`src/pbpc_pkg.sv`:
```
// Shared constants, types and the PRBS step function of the BIST packet control block
package pbpc_pkg;

  // ---------------------------------------------------------------------------
  // Register indices (byte address is four times the index)
  // ---------------------------------------------------------------------------
  localparam logic [7:0]  IDX_CONTROL      = 8'h16;
  localparam logic [7:0]  IDX_BYTE_COUNT   = 8'h71;
  localparam logic [7:0]  IDX_STATUS       = 8'h72;
  localparam logic [7:0]  IDX_PKT_COUNT    = 8'h73;
  localparam logic [7:0]  IDX_PKT_LEN      = 8'h7B;
  localparam logic [7:0]  IDX_GAP_LEN      = 8'h7C;

  // ---------------------------------------------------------------------------
  // Field positions
  // ---------------------------------------------------------------------------
  localparam int          STS_LOCK_BIT     = 0;
  localparam int          STS_CLEAR_BIT    = 1;
  localparam int          STS_BYTE_OVF_BIT = 9;
  localparam int          STS_PKT_OVF_BIT  = 10;
  localparam int          CTL_MODE_BIT     = 0;
  localparam int          CTL_GEN_EN_BIT   = 1;

  // ---------------------------------------------------------------------------
  // Reset values
  // ---------------------------------------------------------------------------
  localparam logic [15:0] PKT_LEN_RST      = 16'h05DC;
  localparam logic [7:0]  GAP_LEN_RST      = 8'h7D;
  localparam logic [1:0]  CONTROL_RST      = 2'h0;

  // ---------------------------------------------------------------------------
  // Frame format
  // ---------------------------------------------------------------------------
  localparam logic [15:0] PREAMBLE_NIBBLES = 16'h000D;
  localparam logic [3:0]  PREAMBLE_NIBBLE  = 4'h5;
  localparam logic [7:0]  SFD_BYTE         = 8'hD5;
  localparam logic [15:0] GAP_BYTES_UNIT   = 16'h0004;
  localparam logic [15:0] NIBBLES_PER_BYTE = 16'h0002;
  localparam logic [6:0]  PRBS_SEED        = 7'h7F;

  // ---------------------------------------------------------------------------
  // Bus answers
  // ---------------------------------------------------------------------------
  localparam logic [1:0]  RESP_OKAY        = 2'h0;
  localparam logic [1:0]  RESP_SLVERR      = 2'h2;

  typedef enum logic [2:0] {
    GEN_IDLE,
    GEN_PRE,
    GEN_SFD_LO,
    GEN_SFD_HI,
    GEN_PAY_LO,
    GEN_PAY_HI,
    GEN_GAP
  } pbpc_gen_state_t;

  // Eight steps of x^7+x^6+1; returns {byte, next state}
  function automatic logic [14:0] pbpc_prbs_step(input logic [6:0] s);
    logic [6:0] t;
    logic [7:0] b;
    t = s;
    b = 8'h00;
    for (int i = 0; i < 8; i++) begin
      b = {b[6:0], t[6]};
      t = {t[5:0], t[6] ^ t[5]};
    end
    return {b, t};
  endfunction : pbpc_prbs_step

endpackage : pbpc_pkg

```
`src/pbpc_stream_if.sv`:
```
// Valid/ready stream carrier between the generator and its buffer
`timescale 1ns/10ps
interface pbpc_stream_if #(
  parameter int W = 5
);
  logic         valid;
  logic         ready;
  logic [W-1:0] data;

  modport src (output valid, output data, input ready);
  modport snk (input valid, input data, output ready);
endinterface : pbpc_stream_if

```
`src/pbpc_bist_ctrl.sv`:
```
// BIST packet generator and PRBS checker control with AXI4-Lite registers
// What this block does
// - Packet counter overflow sets status bit 10
// - Byte counter overflow sets status bit 9
// - Overflow flags stay until counters cleared
// - Eight-bit error byte count in bits 7:0
// - Mode zero: error count saturates at maximum
// - Writing bit 0 locks counter readouts
// - Writing bit 1 locks and clears counters
// - Packet length register sets payload bytes
// - Thirteen 0x5 nibbles then 0xD5 delimiter
// - Gap field sets idle between packets
// - Each gap unit adds four bytes
// - Byte counter locks and saturates in mode zero
`timescale 1ns/10ps
module pbpc_bist_ctrl (
  input  wire logic        aclk,      // 20 MHz clock
  input  wire logic        aresetn,   // Synchronous reset, low
  input  wire logic [31:0] awaddr,    // Write address
  input  wire logic        awvalid,   // Write address valid
  output logic             awready,   // Write address ready
  input  wire logic [31:0] wdata,     // Write data
  input  wire logic [3:0]  wstrb,     // Write byte strobes
  input  wire logic        wvalid,    // Write data valid
  output logic             wready,    // Write data ready
  output logic [1:0]       bresp,     // Write response
  output logic             bvalid,    // Write response valid
  input  wire logic        bready,    // Write response ready
  input  wire logic [31:0] araddr,    // Read address
  input  wire logic        arvalid,   // Read address valid
  output logic             arready,   // Read address ready
  output logic [31:0]      rdata,     // Read data
  output logic [1:0]       rresp,     // Read response
  output logic             rvalid,    // Read data valid
  input  wire logic        rready,    // Read data ready
  output logic             gen_valid, // Generated nibble valid
  input  wire logic        gen_ready, // Receiver takes nibble
  output logic [3:0]       gen_data,  // Generated nibble
  output logic             gen_frame, // Nibble belongs to a frame
  input  wire logic        chk_valid, // Received byte valid
  input  wire logic        chk_first, // First payload byte of packet
  input  wire logic        chk_last,  // Last payload byte of packet
  input  wire logic [7:0]  chk_data   // Received payload byte
);

  // ---------------------------------------------------------------------------
  // Register storage
  // ---------------------------------------------------------------------------
  logic [15:0] pkt_len;
  logic [7:0]  gap_len;
  logic [1:0]  control;
  logic [15:0] snap_byte;
  logic [7:0]  snap_err;
  logic [15:0] snap_pkt;

  // ---------------------------------------------------------------------------
  // AXI4-Lite write channel
  // ---------------------------------------------------------------------------
  logic        aw_held;
  logic [7:0]  aw_idx;
  logic        aw_ok;
  logic        w_held;
  logic [31:0] w_data;
  logic [3:0]  w_strb;

  wire aw_take  = awvalid & awready;
  wire w_take   = wvalid & wready;
  wire do_write = aw_held & w_held & ~bvalid;
  wire lo_en    = do_write & w_strb[0];
  wire hi_en    = do_write & w_strb[1];

  assign awready = ~aw_held & ~bvalid;
  assign wready  = ~w_held & ~bvalid;

  wire aw_aligned = (awaddr[1:0] == 2'h0) & (awaddr[31:10] == 22'h0);
  wire aw_mapped  = aw_aligned & ((awaddr[9:2] == pbpc_pkg::IDX_CONTROL) |
                                  (awaddr[9:2] == pbpc_pkg::IDX_STATUS) |
                                  (awaddr[9:2] == pbpc_pkg::IDX_PKT_LEN) |
                                  (awaddr[9:2] == pbpc_pkg::IDX_GAP_LEN));

  wire wr_status  = aw_idx == pbpc_pkg::IDX_STATUS;
  wire wr_pkt_len = aw_idx == pbpc_pkg::IDX_PKT_LEN;
  wire wr_gap_len = aw_idx == pbpc_pkg::IDX_GAP_LEN;
  wire wr_control = aw_idx == pbpc_pkg::IDX_CONTROL;

  wire lock_strobe  = lo_en & aw_ok & wr_status &
                      (w_data[pbpc_pkg::STS_LOCK_BIT] | w_data[pbpc_pkg::STS_CLEAR_BIT]);
  wire clear_strobe = lo_en & aw_ok & wr_status & w_data[pbpc_pkg::STS_CLEAR_BIT];

  always_ff @(posedge aclk) begin
    if (!aresetn) begin
      aw_held <= 1'b0;
      aw_idx  <= 8'h00;
      aw_ok   <= 1'b0;
      w_held  <= 1'b0;
      w_data  <= 32'h0000_0000;
      w_strb  <= 4'h0;
      bvalid  <= 1'b0;
      bresp   <= pbpc_pkg::RESP_OKAY;
    end else begin
      if (aw_take) begin
        aw_held <= 1'b1;
        aw_idx  <= awaddr[9:2];
        aw_ok   <= aw_mapped;
      end
      if (w_take) begin
        w_held <= 1'b1;
        w_data <= wdata;
        w_strb <= wstrb;
      end
      if (do_write) begin
        aw_held <= 1'b0;
        w_held  <= 1'b0;
        bvalid  <= 1'b1;
        bresp   <= aw_ok ? pbpc_pkg::RESP_OKAY : pbpc_pkg::RESP_SLVERR;
      end else if (bvalid & bready) begin
        bvalid <= 1'b0;
      end
    end
  end

  // ---------------------------------------------------------------------------
  // Writable registers
  // ---------------------------------------------------------------------------
  always_ff @(posedge aclk) begin
    if (!aresetn) begin
      pkt_len <= pbpc_pkg::PKT_LEN_RST;
      gap_len <= pbpc_pkg::GAP_LEN_RST;
      control <= pbpc_pkg::CONTROL_RST;
    end else if (aw_ok) begin
      if (lo_en & wr_pkt_len) begin
        pkt_len[7:0] <= w_data[7:0];
      end
      if (hi_en & wr_pkt_len) begin
        pkt_len[15:8] <= w_data[15:8];
      end
      if (lo_en & wr_gap_len) begin
        gap_len <= w_data[7:0];
      end
      if (lo_en & wr_control) begin
        control <= w_data[1:0];
      end
    end
  end

  // ---------------------------------------------------------------------------
  // Checker counters
  // ---------------------------------------------------------------------------
  logic [6:0]  chk_prbs;
  logic [15:0] byte_count;
  logic [7:0]  err_count;
  logic [15:0] pkt_count;
  logic        byte_ovf;
  logic        pkt_ovf;

  wire        wrap_en  = control[pbpc_pkg::CTL_MODE_BIT];
  wire [14:0] chk_step = pbpc_pkg::pbpc_prbs_step(chk_first ? pbpc_pkg::PRBS_SEED : chk_prbs);
  wire        err_inc  = chk_valid & (chk_data != chk_step[14:7]);

  always_ff @(posedge aclk) begin
    if (!aresetn) begin
      chk_prbs <= pbpc_pkg::PRBS_SEED;
    end else if (chk_valid) begin
      chk_prbs <= chk_step[6:0];
    end
  end

  pbpc_counter #(.W(16)) u_byte_cnt (
    .aclk    (aclk),
    .aresetn (aresetn),
    .clear   (clear_strobe),
    .inc     (chk_valid),
    .wrap_en (wrap_en),
    .count   (byte_count),
    .ovf     (byte_ovf)
  );

  pbpc_counter #(.W(8)) u_err_cnt (
    .aclk    (aclk),
    .aresetn (aresetn),
    .clear   (clear_strobe),
    .inc     (err_inc),
    .wrap_en (wrap_en),
    .count   (err_count),
    .ovf     ()
  );

  pbpc_counter #(.W(16)) u_pkt_cnt (
    .aclk    (aclk),
    .aresetn (aresetn),
    .clear   (clear_strobe),
    .inc     (chk_valid & chk_last),
    .wrap_en (wrap_en),
    .count   (pkt_count),
    .ovf     (pkt_ovf)
  );

  always_ff @(posedge aclk) begin
    if (!aresetn) begin
      snap_byte <= 16'h0000;
      snap_err  <= 8'h00;
      snap_pkt  <= 16'h0000;
    end else if (lock_strobe) begin
      snap_byte <= byte_count;
      snap_err  <= err_count;
      snap_pkt  <= pkt_count;
    end
  end

  // ---------------------------------------------------------------------------
  // AXI4-Lite read channel
  // ---------------------------------------------------------------------------
  wire ar_take    = arvalid & arready;
  wire ar_aligned = (araddr[1:0] == 2'h0) & (araddr[31:10] == 22'h0);
  wire [7:0] ar_idx = araddr[9:2];

  wire [15:0] status_word = {5'h00, pkt_ovf, byte_ovf, 1'b0, snap_err};

  wire hit_ctl  = ar_aligned & (ar_idx == pbpc_pkg::IDX_CONTROL);
  wire hit_byte = ar_aligned & (ar_idx == pbpc_pkg::IDX_BYTE_COUNT);
  wire hit_sts  = ar_aligned & (ar_idx == pbpc_pkg::IDX_STATUS);
  wire hit_pkt  = ar_aligned & (ar_idx == pbpc_pkg::IDX_PKT_COUNT);
  wire hit_len  = ar_aligned & (ar_idx == pbpc_pkg::IDX_PKT_LEN);
  wire hit_gap  = ar_aligned & (ar_idx == pbpc_pkg::IDX_GAP_LEN);
  wire ar_hit   = hit_ctl | hit_byte | hit_sts | hit_pkt | hit_len | hit_gap;

  wire [15:0] rd_word = hit_ctl  ? {14'h0000, control} :
                        hit_byte ? snap_byte :
                        hit_sts  ? status_word :
                        hit_pkt  ? snap_pkt :
                        hit_len  ? pkt_len :
                        hit_gap  ? {8'h00, gap_len} : 16'h0000;

  assign arready = ~rvalid;

  always_ff @(posedge aclk) begin
    if (!aresetn) begin
      rvalid <= 1'b0;
      rdata  <= 32'h0000_0000;
      rresp  <= pbpc_pkg::RESP_OKAY;
    end else if (ar_take) begin
      rvalid <= 1'b1;
      rdata  <= {16'h0000, rd_word};
      rresp  <= ar_hit ? pbpc_pkg::RESP_OKAY : pbpc_pkg::RESP_SLVERR;
    end else if (rvalid & rready) begin
      rvalid <= 1'b0;
    end
  end

  // ---------------------------------------------------------------------------
  // Packet generator
  // ---------------------------------------------------------------------------
  pbpc_pkg::pbpc_gen_state_t state;
  pbpc_pkg::pbpc_gen_state_t next_state;
  logic [15:0] cnt;
  logic [15:0] next_cnt;
  logic [6:0]  gen_prbs;
  logic [6:0]  next_gen_prbs;
  logic [7:0]  cur;
  logic [7:0]  next_cur;
  logic [4:0]  word;

  pbpc_stream_if #(.W(5)) gen_in ();
  pbpc_stream_if #(.W(5)) gen_out ();

  wire        gen_en   = control[pbpc_pkg::CTL_GEN_EN_BIT];
  wire        take     = gen_in.valid & gen_in.ready;
  wire [14:0] gen_step = pbpc_pkg::pbpc_prbs_step(gen_prbs);
  wire [15:0] gap_nibbles = 16'(16'(gap_len) * pbpc_pkg::GAP_BYTES_UNIT *
                                pbpc_pkg::NIBBLES_PER_BYTE);

  always_comb begin
    case (state)
      pbpc_pkg::GEN_PRE:    word = {1'b1, pbpc_pkg::PREAMBLE_NIBBLE};
      pbpc_pkg::GEN_SFD_LO: word = {1'b1, pbpc_pkg::SFD_BYTE[3:0]};
      pbpc_pkg::GEN_SFD_HI: word = {1'b1, pbpc_pkg::SFD_BYTE[7:4]};
      pbpc_pkg::GEN_PAY_LO: word = {1'b1, cur[3:0]};
      pbpc_pkg::GEN_PAY_HI: word = {1'b1, cur[7:4]};
      default:              word = 5'h00;
    endcase
  end

  assign gen_in.valid = (state != pbpc_pkg::GEN_IDLE);
  assign gen_in.data  = word;

  always_comb begin
    next_state    = state;
    next_cnt      = cnt;
    next_gen_prbs = gen_prbs;
    next_cur      = cur;
    case (state)
      pbpc_pkg::GEN_IDLE: begin
        if (gen_en) begin
          next_state    = pbpc_pkg::GEN_PRE;
          next_cnt      = 16'h0000;
          next_gen_prbs = pbpc_pkg::PRBS_SEED;
        end
      end
      pbpc_pkg::GEN_PRE: begin
        if (take) begin
          next_cnt = 16'(cnt + 16'h0001);
          if (cnt == 16'(pbpc_pkg::PREAMBLE_NIBBLES - 16'h0001)) begin
            next_state = pbpc_pkg::GEN_SFD_LO;
          end
        end
      end
      pbpc_pkg::GEN_SFD_LO: begin
        if (take) begin
          next_state = pbpc_pkg::GEN_SFD_HI;
        end
      end
      pbpc_pkg::GEN_SFD_HI, pbpc_pkg::GEN_PAY_HI: begin
        if (take) begin
          if ((state == pbpc_pkg::GEN_SFD_HI) ? (pkt_len == 16'h0000) : (cnt == 16'h0000)) begin
            next_cnt   = 16'(gap_nibbles - 16'h0001);
            next_state = (gap_len != 8'h00) ? pbpc_pkg::GEN_GAP :
                         (gen_en ? pbpc_pkg::GEN_PRE : pbpc_pkg::GEN_IDLE);
            next_gen_prbs = pbpc_pkg::PRBS_SEED;
            if (gap_len == 8'h00) begin
              next_cnt = 16'h0000;
            end
          end else begin
            next_cnt      = (state == pbpc_pkg::GEN_SFD_HI) ? 16'(pkt_len - 16'h0001) :
                                                              16'(cnt - 16'h0001);
            next_cur      = gen_step[14:7];
            next_gen_prbs = gen_step[6:0];
            next_state    = pbpc_pkg::GEN_PAY_LO;
          end
        end
      end
      pbpc_pkg::GEN_PAY_LO: begin
        if (take) begin
          next_state = pbpc_pkg::GEN_PAY_HI;
        end
      end
      pbpc_pkg::GEN_GAP: begin
        if (take) begin
          next_cnt = 16'(cnt - 16'h0001);
          if (cnt == 16'h0000) begin
            // Next preamble counts from zero, not from the wrapped gap count
            next_cnt   = 16'h0000;
            next_state = gen_en ? pbpc_pkg::GEN_PRE : pbpc_pkg::GEN_IDLE;
          end
        end
      end
      default: begin
        next_state = pbpc_pkg::GEN_IDLE;
      end
    endcase
  end

  always_ff @(posedge aclk) begin
    if (!aresetn) begin
      state    <= pbpc_pkg::GEN_IDLE;
      cnt      <= 16'h0000;
      gen_prbs <= pbpc_pkg::PRBS_SEED;
      cur      <= 8'h00;
    end else begin
      state    <= next_state;
      cnt      <= next_cnt;
      gen_prbs <= next_gen_prbs;
      cur      <= next_cur;
    end
  end

  // Receiver stalls back up through the buffer into the generator
  pbpc_buf2 #(.W(5)) u_buf (
    .aclk    (aclk),
    .aresetn (aresetn),
    .up      (gen_in),
    .dn      (gen_out)
  );

  assign gen_valid     = gen_out.valid;
  assign gen_out.ready = gen_ready;
  assign gen_frame     = gen_out.data[4];
  assign gen_data      = gen_out.data[3:0];

endmodule : pbpc_bist_ctrl

```
`src/pbpc_buf2.sv`:
```
// Two-entry valid/ready buffer
`timescale 1ns/10ps
module pbpc_buf2 #(
  parameter int W = 5
) (
  input  wire logic  aclk,    // Clock
  input  wire logic  aresetn, // Synchronous reset, low
  pbpc_stream_if.snk up,      // Filling side
  pbpc_stream_if.src dn       // Draining side
);

  logic [W-1:0] mem [2];
  logic         wptr;
  logic         rptr;
  logic [1:0]   fill;

  wire push = up.valid & up.ready;
  wire pop  = dn.valid & dn.ready;
  wire [1:0] next_fill = 2'(fill + {1'b0, push} - {1'b0, pop});

  assign up.ready = (fill != 2'h2);
  assign dn.valid = (fill != 2'h0);
  assign dn.data  = mem[rptr];

  always_ff @(posedge aclk) begin
    if (!aresetn) begin
      mem[0] <= '0;
      mem[1] <= '0;
      wptr   <= 1'b0;
      rptr   <= 1'b0;
      fill   <= 2'h0;
    end else begin
      if (push) begin
        mem[wptr] <= up.data;
      end
      wptr <= wptr ^ push;
      rptr <= rptr ^ pop;
      fill <= next_fill;
    end
  end

endmodule : pbpc_buf2

```
`src/pbpc_counter.sv`:
```
// Checker event counter with saturate or wrap mode and sticky overflow flag
`timescale 1ns/10ps
module pbpc_counter #(
  parameter int W = 16
) (
  input  wire logic         aclk,    // Clock
  input  wire logic         aresetn, // Synchronous reset, low
  input  wire logic         clear,   // Clear count and flag
  input  wire logic         inc,     // Count one event
  input  wire logic         wrap_en, // One: wrap, zero: saturate
  output logic [W-1:0]      count,   // Live count
  output logic              ovf      // Sticky overflow flag
);

  wire          at_max = &count;
  wire          set_ovf = inc & at_max;
  wire [W-1:0]  one = {{(W-1){1'b0}}, 1'b1};
  wire [W-1:0]  bumped = at_max ? (wrap_en ? {W{1'b0}} : count) : W'(count + one);
  wire [W-1:0]  next_count = clear ? (inc ? one : {W{1'b0}}) : (inc ? bumped : count);
  wire          next_ovf = set_ovf | (ovf & ~clear);

  always_ff @(posedge aclk) begin
    if (!aresetn) begin
      count <= {W{1'b0}};
      ovf   <= 1'b0;
    end else begin
      count <= next_count;
      ovf   <= next_ovf;
    end
  end

endmodule : pbpc_counter

```
`config.mk`:
```
export PLATFORM = sky130hd
export DESIGN_NAME = pbpc_bist_ctrl
export DESIGN_NICKNAME = d
export VERILOG_FILES = /design/src/pbpc_pkg.sv /design/src/pbpc_stream_if.sv /design/src/pbpc_bist_ctrl.sv /design/src/pbpc_buf2.sv /design/src/pbpc_counter.sv
export SDC_FILE = /design/constraint.sdc
export NUM_CORES = 1
export LEC_CHECK = 0
export BUFFER_PORTS_ARGS = -buffer_cell sky130_fd_sc_hd__buf_2
export CORE_ASPECT_RATIO = 0.8
export CORE_MARGIN = 2
export CORE_UTILIZATION = 54
export CTS_BUF_LIST = sky130_fd_sc_hd__clkbuf_4 sky130_fd_sc_hd__clkbuf_8
export CTS_CLUSTER_SIZE = 14
export DETAILED_ROUTE_END_ITERATION = 8
export GPL_ROUTABILITY_DRIVEN = 1
export PLACE_DENSITY = 0.82
export SLEW_MARGIN = 25
export SYNTH_ARGS = -nofsm -noshare
export SYNTH_HDL_FRONTEND = slang
export SYNTH_SLANG_ARGS = --single-unit
export TNS_END_PERCENT = 5
```
`constraint.sdc`:
```
create_clock -name aclk -period 2.13 [get_ports aclk]
set_clock_uncertainty 0.15 [all_clocks]
set_input_delay 0.1065 -clock aclk [delete_from_list [all_inputs] [get_ports aclk]]
set_output_delay 0.1065 -clock aclk [all_outputs]
set_load 0.1 [all_outputs]
```
Yosys cells after proc, flatten, opt, wreduce, memory -nomap -nowiden

Memories as Yosys holds them, arrays and structs flattened. A register that Yosys moved wholly into a read port is not among the register bits.
Cells that the tools add are included.

Flip-flop bits (word level): 204
Latch bits: 0
Bits in writable memories: 10
ROM bits: 0
Bits of input ports: 119
Output and inout bits: 47
Word-level logic and storage cells: 245
Memories kept: 1

Memory list:

| name      | depth | bits a word | rd ports | clocked after memory_dff | wr ports | line            | text |
|---|---|---|---|---|---|---|---|
| u_buf.mem | 2     | 5           | 1        | 1                        | 2        | pbpc_buf2.sv:12 | `logic [W-1:0] mem [2];` |

Add/sub/neg operators: 9
Multiply operators: 0
Div/mod/pow operators: 0
Magnitude comparators: 0
Equality and inequality tests: 34
Shift operators: 0
Mux-type cells: 62
Bitwise gates (word level): 72
Reductions and logical operators: 36

Operator list:

| operator                | count |
|---|---|
| $mux W16                | 20 |
| $eq A8 B7 Y1 const B    | 11 |
| $pmux W16 S4            | 1 |
| $add A16 B1 Y16 const B | 3 |
| $logic_not A22 Y1       | 2 |
| $mux W8                 | 5 |
| $and A1 B1 Y1           | 36 |
| $logic_not A16 Y1       | 2 |
| $reduce_and A16 Y1      | 2 |
| $sub A16 B1 Y16 const B | 2 |
| $mux W3                 | 10 |
| $mux W7                 | 4 |
| $eq A8 B5 Y1 const B    | 3 |
| $pmux W5 S4             | 1 |
| $pmux W3 S6             | 1 |
| $xor A1 B1 Y1           | 18 |
| $eq A16 B4 Y1 const B   | 1 |
| $mux W1                 | 16 |
| $reduce_and A8 Y1       | 2 |
| $pmux W7 S2             | 1 |
| $reduce_and A2 Y1       | 7 |
| $reduce_bool A2 Y1      | 7 |
| $sub A11 B1 Y12 const B | 1 |
| $or A1 B1 Y1            | 11 |
| other kinds (24)        | 46 |

Logic depth before layout (Yosys ltp)

Word-level depth: 9
Mapped depth: 10
Mapped depth without buffers: 8

Cells and area by module

Synthesis repeated with hierarchy kept, for this count alone.

Cell total of the unflattened synthesis: 1523
Area total of the unflattened synthesis: 12186.7 µm²

Modules (own cells, without submodules):

| module                        | times used | cells an instance | area each (µm²) | sequential area each (µm²) |
|---|---|---|---|---|
| pbpc_bist_ctrl                | 1          | 1144              | 8928.6          | 3123.0 |
| pbpc_counter (u_byte_cnt ...) | 2          | 130               | 1014.7          | 340.3 |
| pbpc_buf2                     | 1          | 58                | 728.2           | 400.4 |
| pbpc_counter (u_err_cnt)      | 1          | 61                | 500.5           | 180.2 |

Worst setup path before layout

OpenSTA, ideal clock, no wires.

Path kind: flip-flop to flip-flop
Start point: register bvalid
End point: register aw_idx[7]
Library setup time: 132 ps
Arrival time: 2842 ps
Required time: 1848 ps
Slack: -994 ps
Cell stages (with the launch flop): 5
Buffers on the path: 0
Period minus slack after synthesis: 3124 ps
Cells stage by stage: dfxtp_1 > nor2_1 > nand2_1 > nand2_1 > a21oi_1

Cells in the longest elaborated chain, start to end: 3

Ends and longest elaborated chain:

| what                     | line                  | text |
|---|---|---|
| start: declaration       | pbpc_bist_ctrl.sv:27  | `output logic bvalid,` |
| start signal: assignment | pbpc_bist_ctrl.sv:98  | `bvalid <= 1'b0;` |
| start signal: assignment | pbpc_bist_ctrl.sv:114 | `bvalid <= 1'b1;` |
| start signal: assignment | pbpc_bist_ctrl.sv:117 | `bvalid <= 1'b0;` |
| $not A1 Y1               | pbpc_bist_ctrl.sv:72  | `assign awready = ~aw_held & ~bvalid;` |
| $and A1 B1 Y1            | pbpc_bist_ctrl.sv:72  |  |
| named net awready        | pbpc_bist_ctrl.sv:21  | `output logic awready,` |
| $and A1 B1 Y1            | pbpc_bist_ctrl.sv:66  | `wire aw_take = awvalid & awready;` |
| end signal: assignment   | pbpc_bist_ctrl.sv:103 | `aw_idx <= awaddr[9:2];` |
| end: declaration         | pbpc_bist_ctrl.sv:60  | `logic [7:0] aw_idx;` |

The timed path passes the listed nets, and every way through them passes these cells.
A chain may end at the register's enable or synchronous reset.

Worst setup path after layout

Start point: register cnt[5]
End point: register cnt[11]

Cells in the longest elaborated chain, start to end: 5
Elaborated cells on any way between the ends: 11
Classes of those cells: add/sub: 2; mux: 8; reduce/logical: 1

Ends and longest elaborated chain:

| what                                                        | line                                         | text |
|---|---|---|
| start: declaration                                          | pbpc_bist_ctrl.sv:255                        | `logic [15:0] cnt;` |
| start signal: assignment                                    | pbpc_bist_ctrl.sv:360                        | `cnt <= next_cnt;` |
| $sub A16 B1 Y16 / $logic_not A16 Y1 (equally long branches) | n/a                                          |  |
| $mux W16 / $mux W1 (equally long branches)                  | pbpc_bist_ctrl.sv:323, pbpc_bist_ctrl.sv:314 |  |
| $mux W16                                                    | pbpc_bist_ctrl.sv:314                        | `if ((state == pbpc_pkg::GEN_SFD_HI) ? (pkt_len == 16'h0000) : (cnt == 16'h0000)) begin` |
| $mux W16                                                    | pbpc_bist_ctrl.sv:313                        | `if (take) begin` |
| $pmux W16 S4 (*)                                            | pbpc_bist_ctrl.sv:291                        | `case (state)` |

Every way passes the cells marked *; elsewhere a longest branch is shown, timed or not. The select of a mux whose other input is x is not followed.

==> flow_summary.yaml <==
layout:
  multiInputGateArea_um2: 6860
  mostFrequentLayoutCells: "236 x nand2_1, 192 x dfxtp_1, 178 x buf_4, 135 x a21oi_1, 129 x buf_2"
  fin_area_um2: 15500
  fill_cells: 1488
  layout.nets: 1948
  area_growth_pct: 32.7
  register_area_um2: 4390
  fin_util_pct: 72.4
  drive_gt1_share_pct: 25.4
  final_common_cell: "nand2_1"
setup_path:
  cpMaxStageDelayCell: "or4_4"
  startpoint_type: "flip-flop"
  worstRegToRegCells: 6
  path_class: "reg2reg"
  crit_fanout: 5
  cp.arrival_ns: 2.50
  crit_family: "simple AND/OR/NAND/NOR gates"
  crit_path_cell_trace: "or4_4, or3_1, nor3_1, nor3_1, o211ai_1, nand3_1"
  worst_r2r_endpoint: "cnt[11]"
  critPathRequiredTime_ns: 2.37
  crit_buf_inv: 0
  timing.critical_path.mode_cell: "nor3_1"
  cpPeakStageDelay_ns: 0.56
  rr_startpoint: "cnt[5]"
  endpoint_kind: "flip-flop"
  r2r_slack_ns: -0.13
clocking:
  root_buffer: "clkbuf_8"
  tritoncts: "built"
  htreeDepth: 2
  clock_latency_ns: 0.55
  cts_made_buffers: 36
  clkTransAtPathRegs_ns: 0.07
  cts_sinks: 213
  cts_max_path_buffers: 3
drt:
  dr.first_iter.drc_count: 1469
  vias_per_cell: 6.18
  via_count: 13100
  dr.pass1.iters: 6
  drt-total-wl_um: 40500
  drc: 0
  ant_nets: 0
  wl_per_cell_um: 19.1
synthesis:
  yosysSeqAreaShare_pct: 37.4
  ys_seq_elements: 213
  synth_area_per_cell_um2: 7.88
  syn_inst: 1480
  synth.largest_area_cell: "dfxtp_1"
  ys.flop_type: "dfxtp_1"
  synth-async-reset-ratio_pct: 0
  synth_enable_flop_cells: 10
  yosysTopAreaCellShare_pct: 34.9
  yosysWarnings: 0
  yosys-top-cells-area: "dfxtp_1 35%, nand2_1 7.6%, a21oi_1 6.1%"
  synthDistinctLibCells: 80
  syn_area_um2: 11700
global_route:
  grt_pass1_wl_um: 63500
  grt_antenna_before_repair: 2
  grt_overflow: 0
  grt_max_degree: 71
  grt_pass1_vias: 12200
  grt_use_total_pct: 34.4
die:
  io_pins: 166
  die_w_um: 168
  dieArea_um2: 22800
  rows: 48
  core_um2: 21400
  start_util_pct: 54.5
  die_h_um: 135
run_status:
  status: "finished, violations left"
  violations: "setup timing"
placement:
  dp_slack_ns: -0.178
  portBuffers: 129
  hpwl_um: 25400
  place_area_um2: 13600
  globalplace.congestion: 0.955
timing:
  rsz0062_at_grt: "yes"
  min_period_ns: 2.26
  hold_viol: 0
  finalSetupViolations: 19
  final-max-slew-violation-count: 0
  period_share_pct: 106
  worst_pin_slew_ns: 0.629
  maxSlewHeadroom_pct: 57.7
  max_freq_mhz: 443
  worst_slack_ns: -0.127
hold_path:
  hp-start: "araddr[29]"
  whs_endpoint: "rdata[0]"
  whs_path_depth: 7
  hold_class: "in2reg"
power:
  peakVddDrop_uv: 487
  power_leakage_nw: 6.13
  cellPowerDensity_nw_per_um2: 802
run:
  maxCapViolCount: 0
==> metal layers <==
layer | vias to the layer above | wire length, um | share of wire (%) | GRT usage, %
met5 | - | 0 | 0 | 0
met4 | 0 | 1920 | 4.8 | 16.4
met3 | 197 | 4130 | 10 | 7.01
met2 | 886 | 18500 | 46 | 55.7
met1 | 6071 | 16000 | 39 | 44.2
li1 | 5937 | - | - | -
==> through the flow <==
stage          hold WS (ns)  instances  setup TNS (ns)  power [mW]
2_1_floorplan        0.0463       1497           -2.84        6.77
3_3_place_gp          0.143       1967          -0.732        7.77
3_5_place_dp          0.151       1967           -1.81        7.84
4_1_cts             0.00899       2113          -0.865        12.2
5_1_grt              0.0746       2118           -3.83        12.9
6_report             0.0243       2119          -0.988        12.4
==> cell families (layout without fill, tap and decap cells) <==
logic type,count (synthesis),count (layout),share of synthesized area [%]
flip-flops,213,213,37.4
other,1,21,0.0322
buffers and inverters,151,495,5.71
AND/OR/NAND/NOR,605,605,25.3
adder cells (fa/ha/maj),11,11,1.18
AO/OA/AOI/OAI,376,376,20.4
multiplexers,49,49,4.36
XOR/XNOR,74,74,5.62
==> cell usage after synthesis (6+ instances only) <==
library cell,number
a31oi_1,13
a21o_1,8
and2_1,19
nor2b_1,6
a21oi_1,142
mux2_2,13
buf_2,16
mux2i_1,35
o21ai_1,10
nand3_1,50
ha_1,11
edfxtp_1,10
xnor2_1,37
dfxtp_1,203
o211ai_1,13
nand2b_1,7
a22o_1,8
o21ai_0,70
a211oi_1,24
o221ai_1,10
or4_1,9
nor4b_1,6
nor4_1,23
inv_1,38
or3_1,9
nor2_1,128
a22oi_1,9
clkbuf_1,71
and3_1,14
o31ai_1,8
nand2_1,236
xor2_1,36
nor3_1,35
nand4b_1,6
o22ai_1,6
buf_4,19
nand4_1,16
==> layout make-up <==
type,instances,share of cell area [%]
multi-input combinational,1133,44.3
sequential,213,28.3
timing repair buffer,395,18.7
clock buffer,54,4.56
tap,275,2.22
inverter,39,0.979
clock inverter,7,0.809
antenna,3,0.0485
==> flip-flops by register name (all words and copies together) (netlist names), 7 cells and up, named ones only <==
register	cells
u_byte_cnt.count	16
gen_prbs	7
snap_err	8
u_pkt_cnt.count	16
cur	8
u_buf.mem	10
snap_pkt	16
snap_byte	16
aw_idx	8
gap_len	8
pkt_len	16
w_data	16
u_err_cnt.count	8
chk_prbs	7
rdata	16
cnt	16
==> power by group <==
| group | switching, mW | leakage, nW | internal (mW) |
|---|---|---|---|
| Sequential | 0.169 | 1.76 | 4.21 |
| Combinational | 2.36 | 3.94 | 1.44 |
| Clock | 1.75 | 0.434 | 2.49 |
==> tightest hold or removal path: cells and delay by family <==
kind / cells / cell delay, ns
AOI/OAI and AO/OA: 2 / 0.12
buffers and inverters: 2 / 0.22
and+or+nand+nor: 3 / 0.19
==> worst max-delay path by stage <==
stage                          start  depth (start not counted)       end
final                         cnt[5]                          6   cnt[11]
after global placement        cnt[9]                          6  state[2]
after floorplan               cnt[0]                         10   cnt[14]
after CTS                 pkt_len[7]                          7  state[1]
after detailed placement      cnt[9]                          7    cnt[7]
after global routing      gap_len[0]                          9    cnt[9]
==> timing repair <==
action                                  CTS  global route
endpoints found under the setup margin   34            82
pin swaps                                 8            11
hold buffers                             83             0
setup buffers                             2             4
resized for setup                        21            21
hold endpoints to repair                 63             0
(Power assumes the default switching activity.)
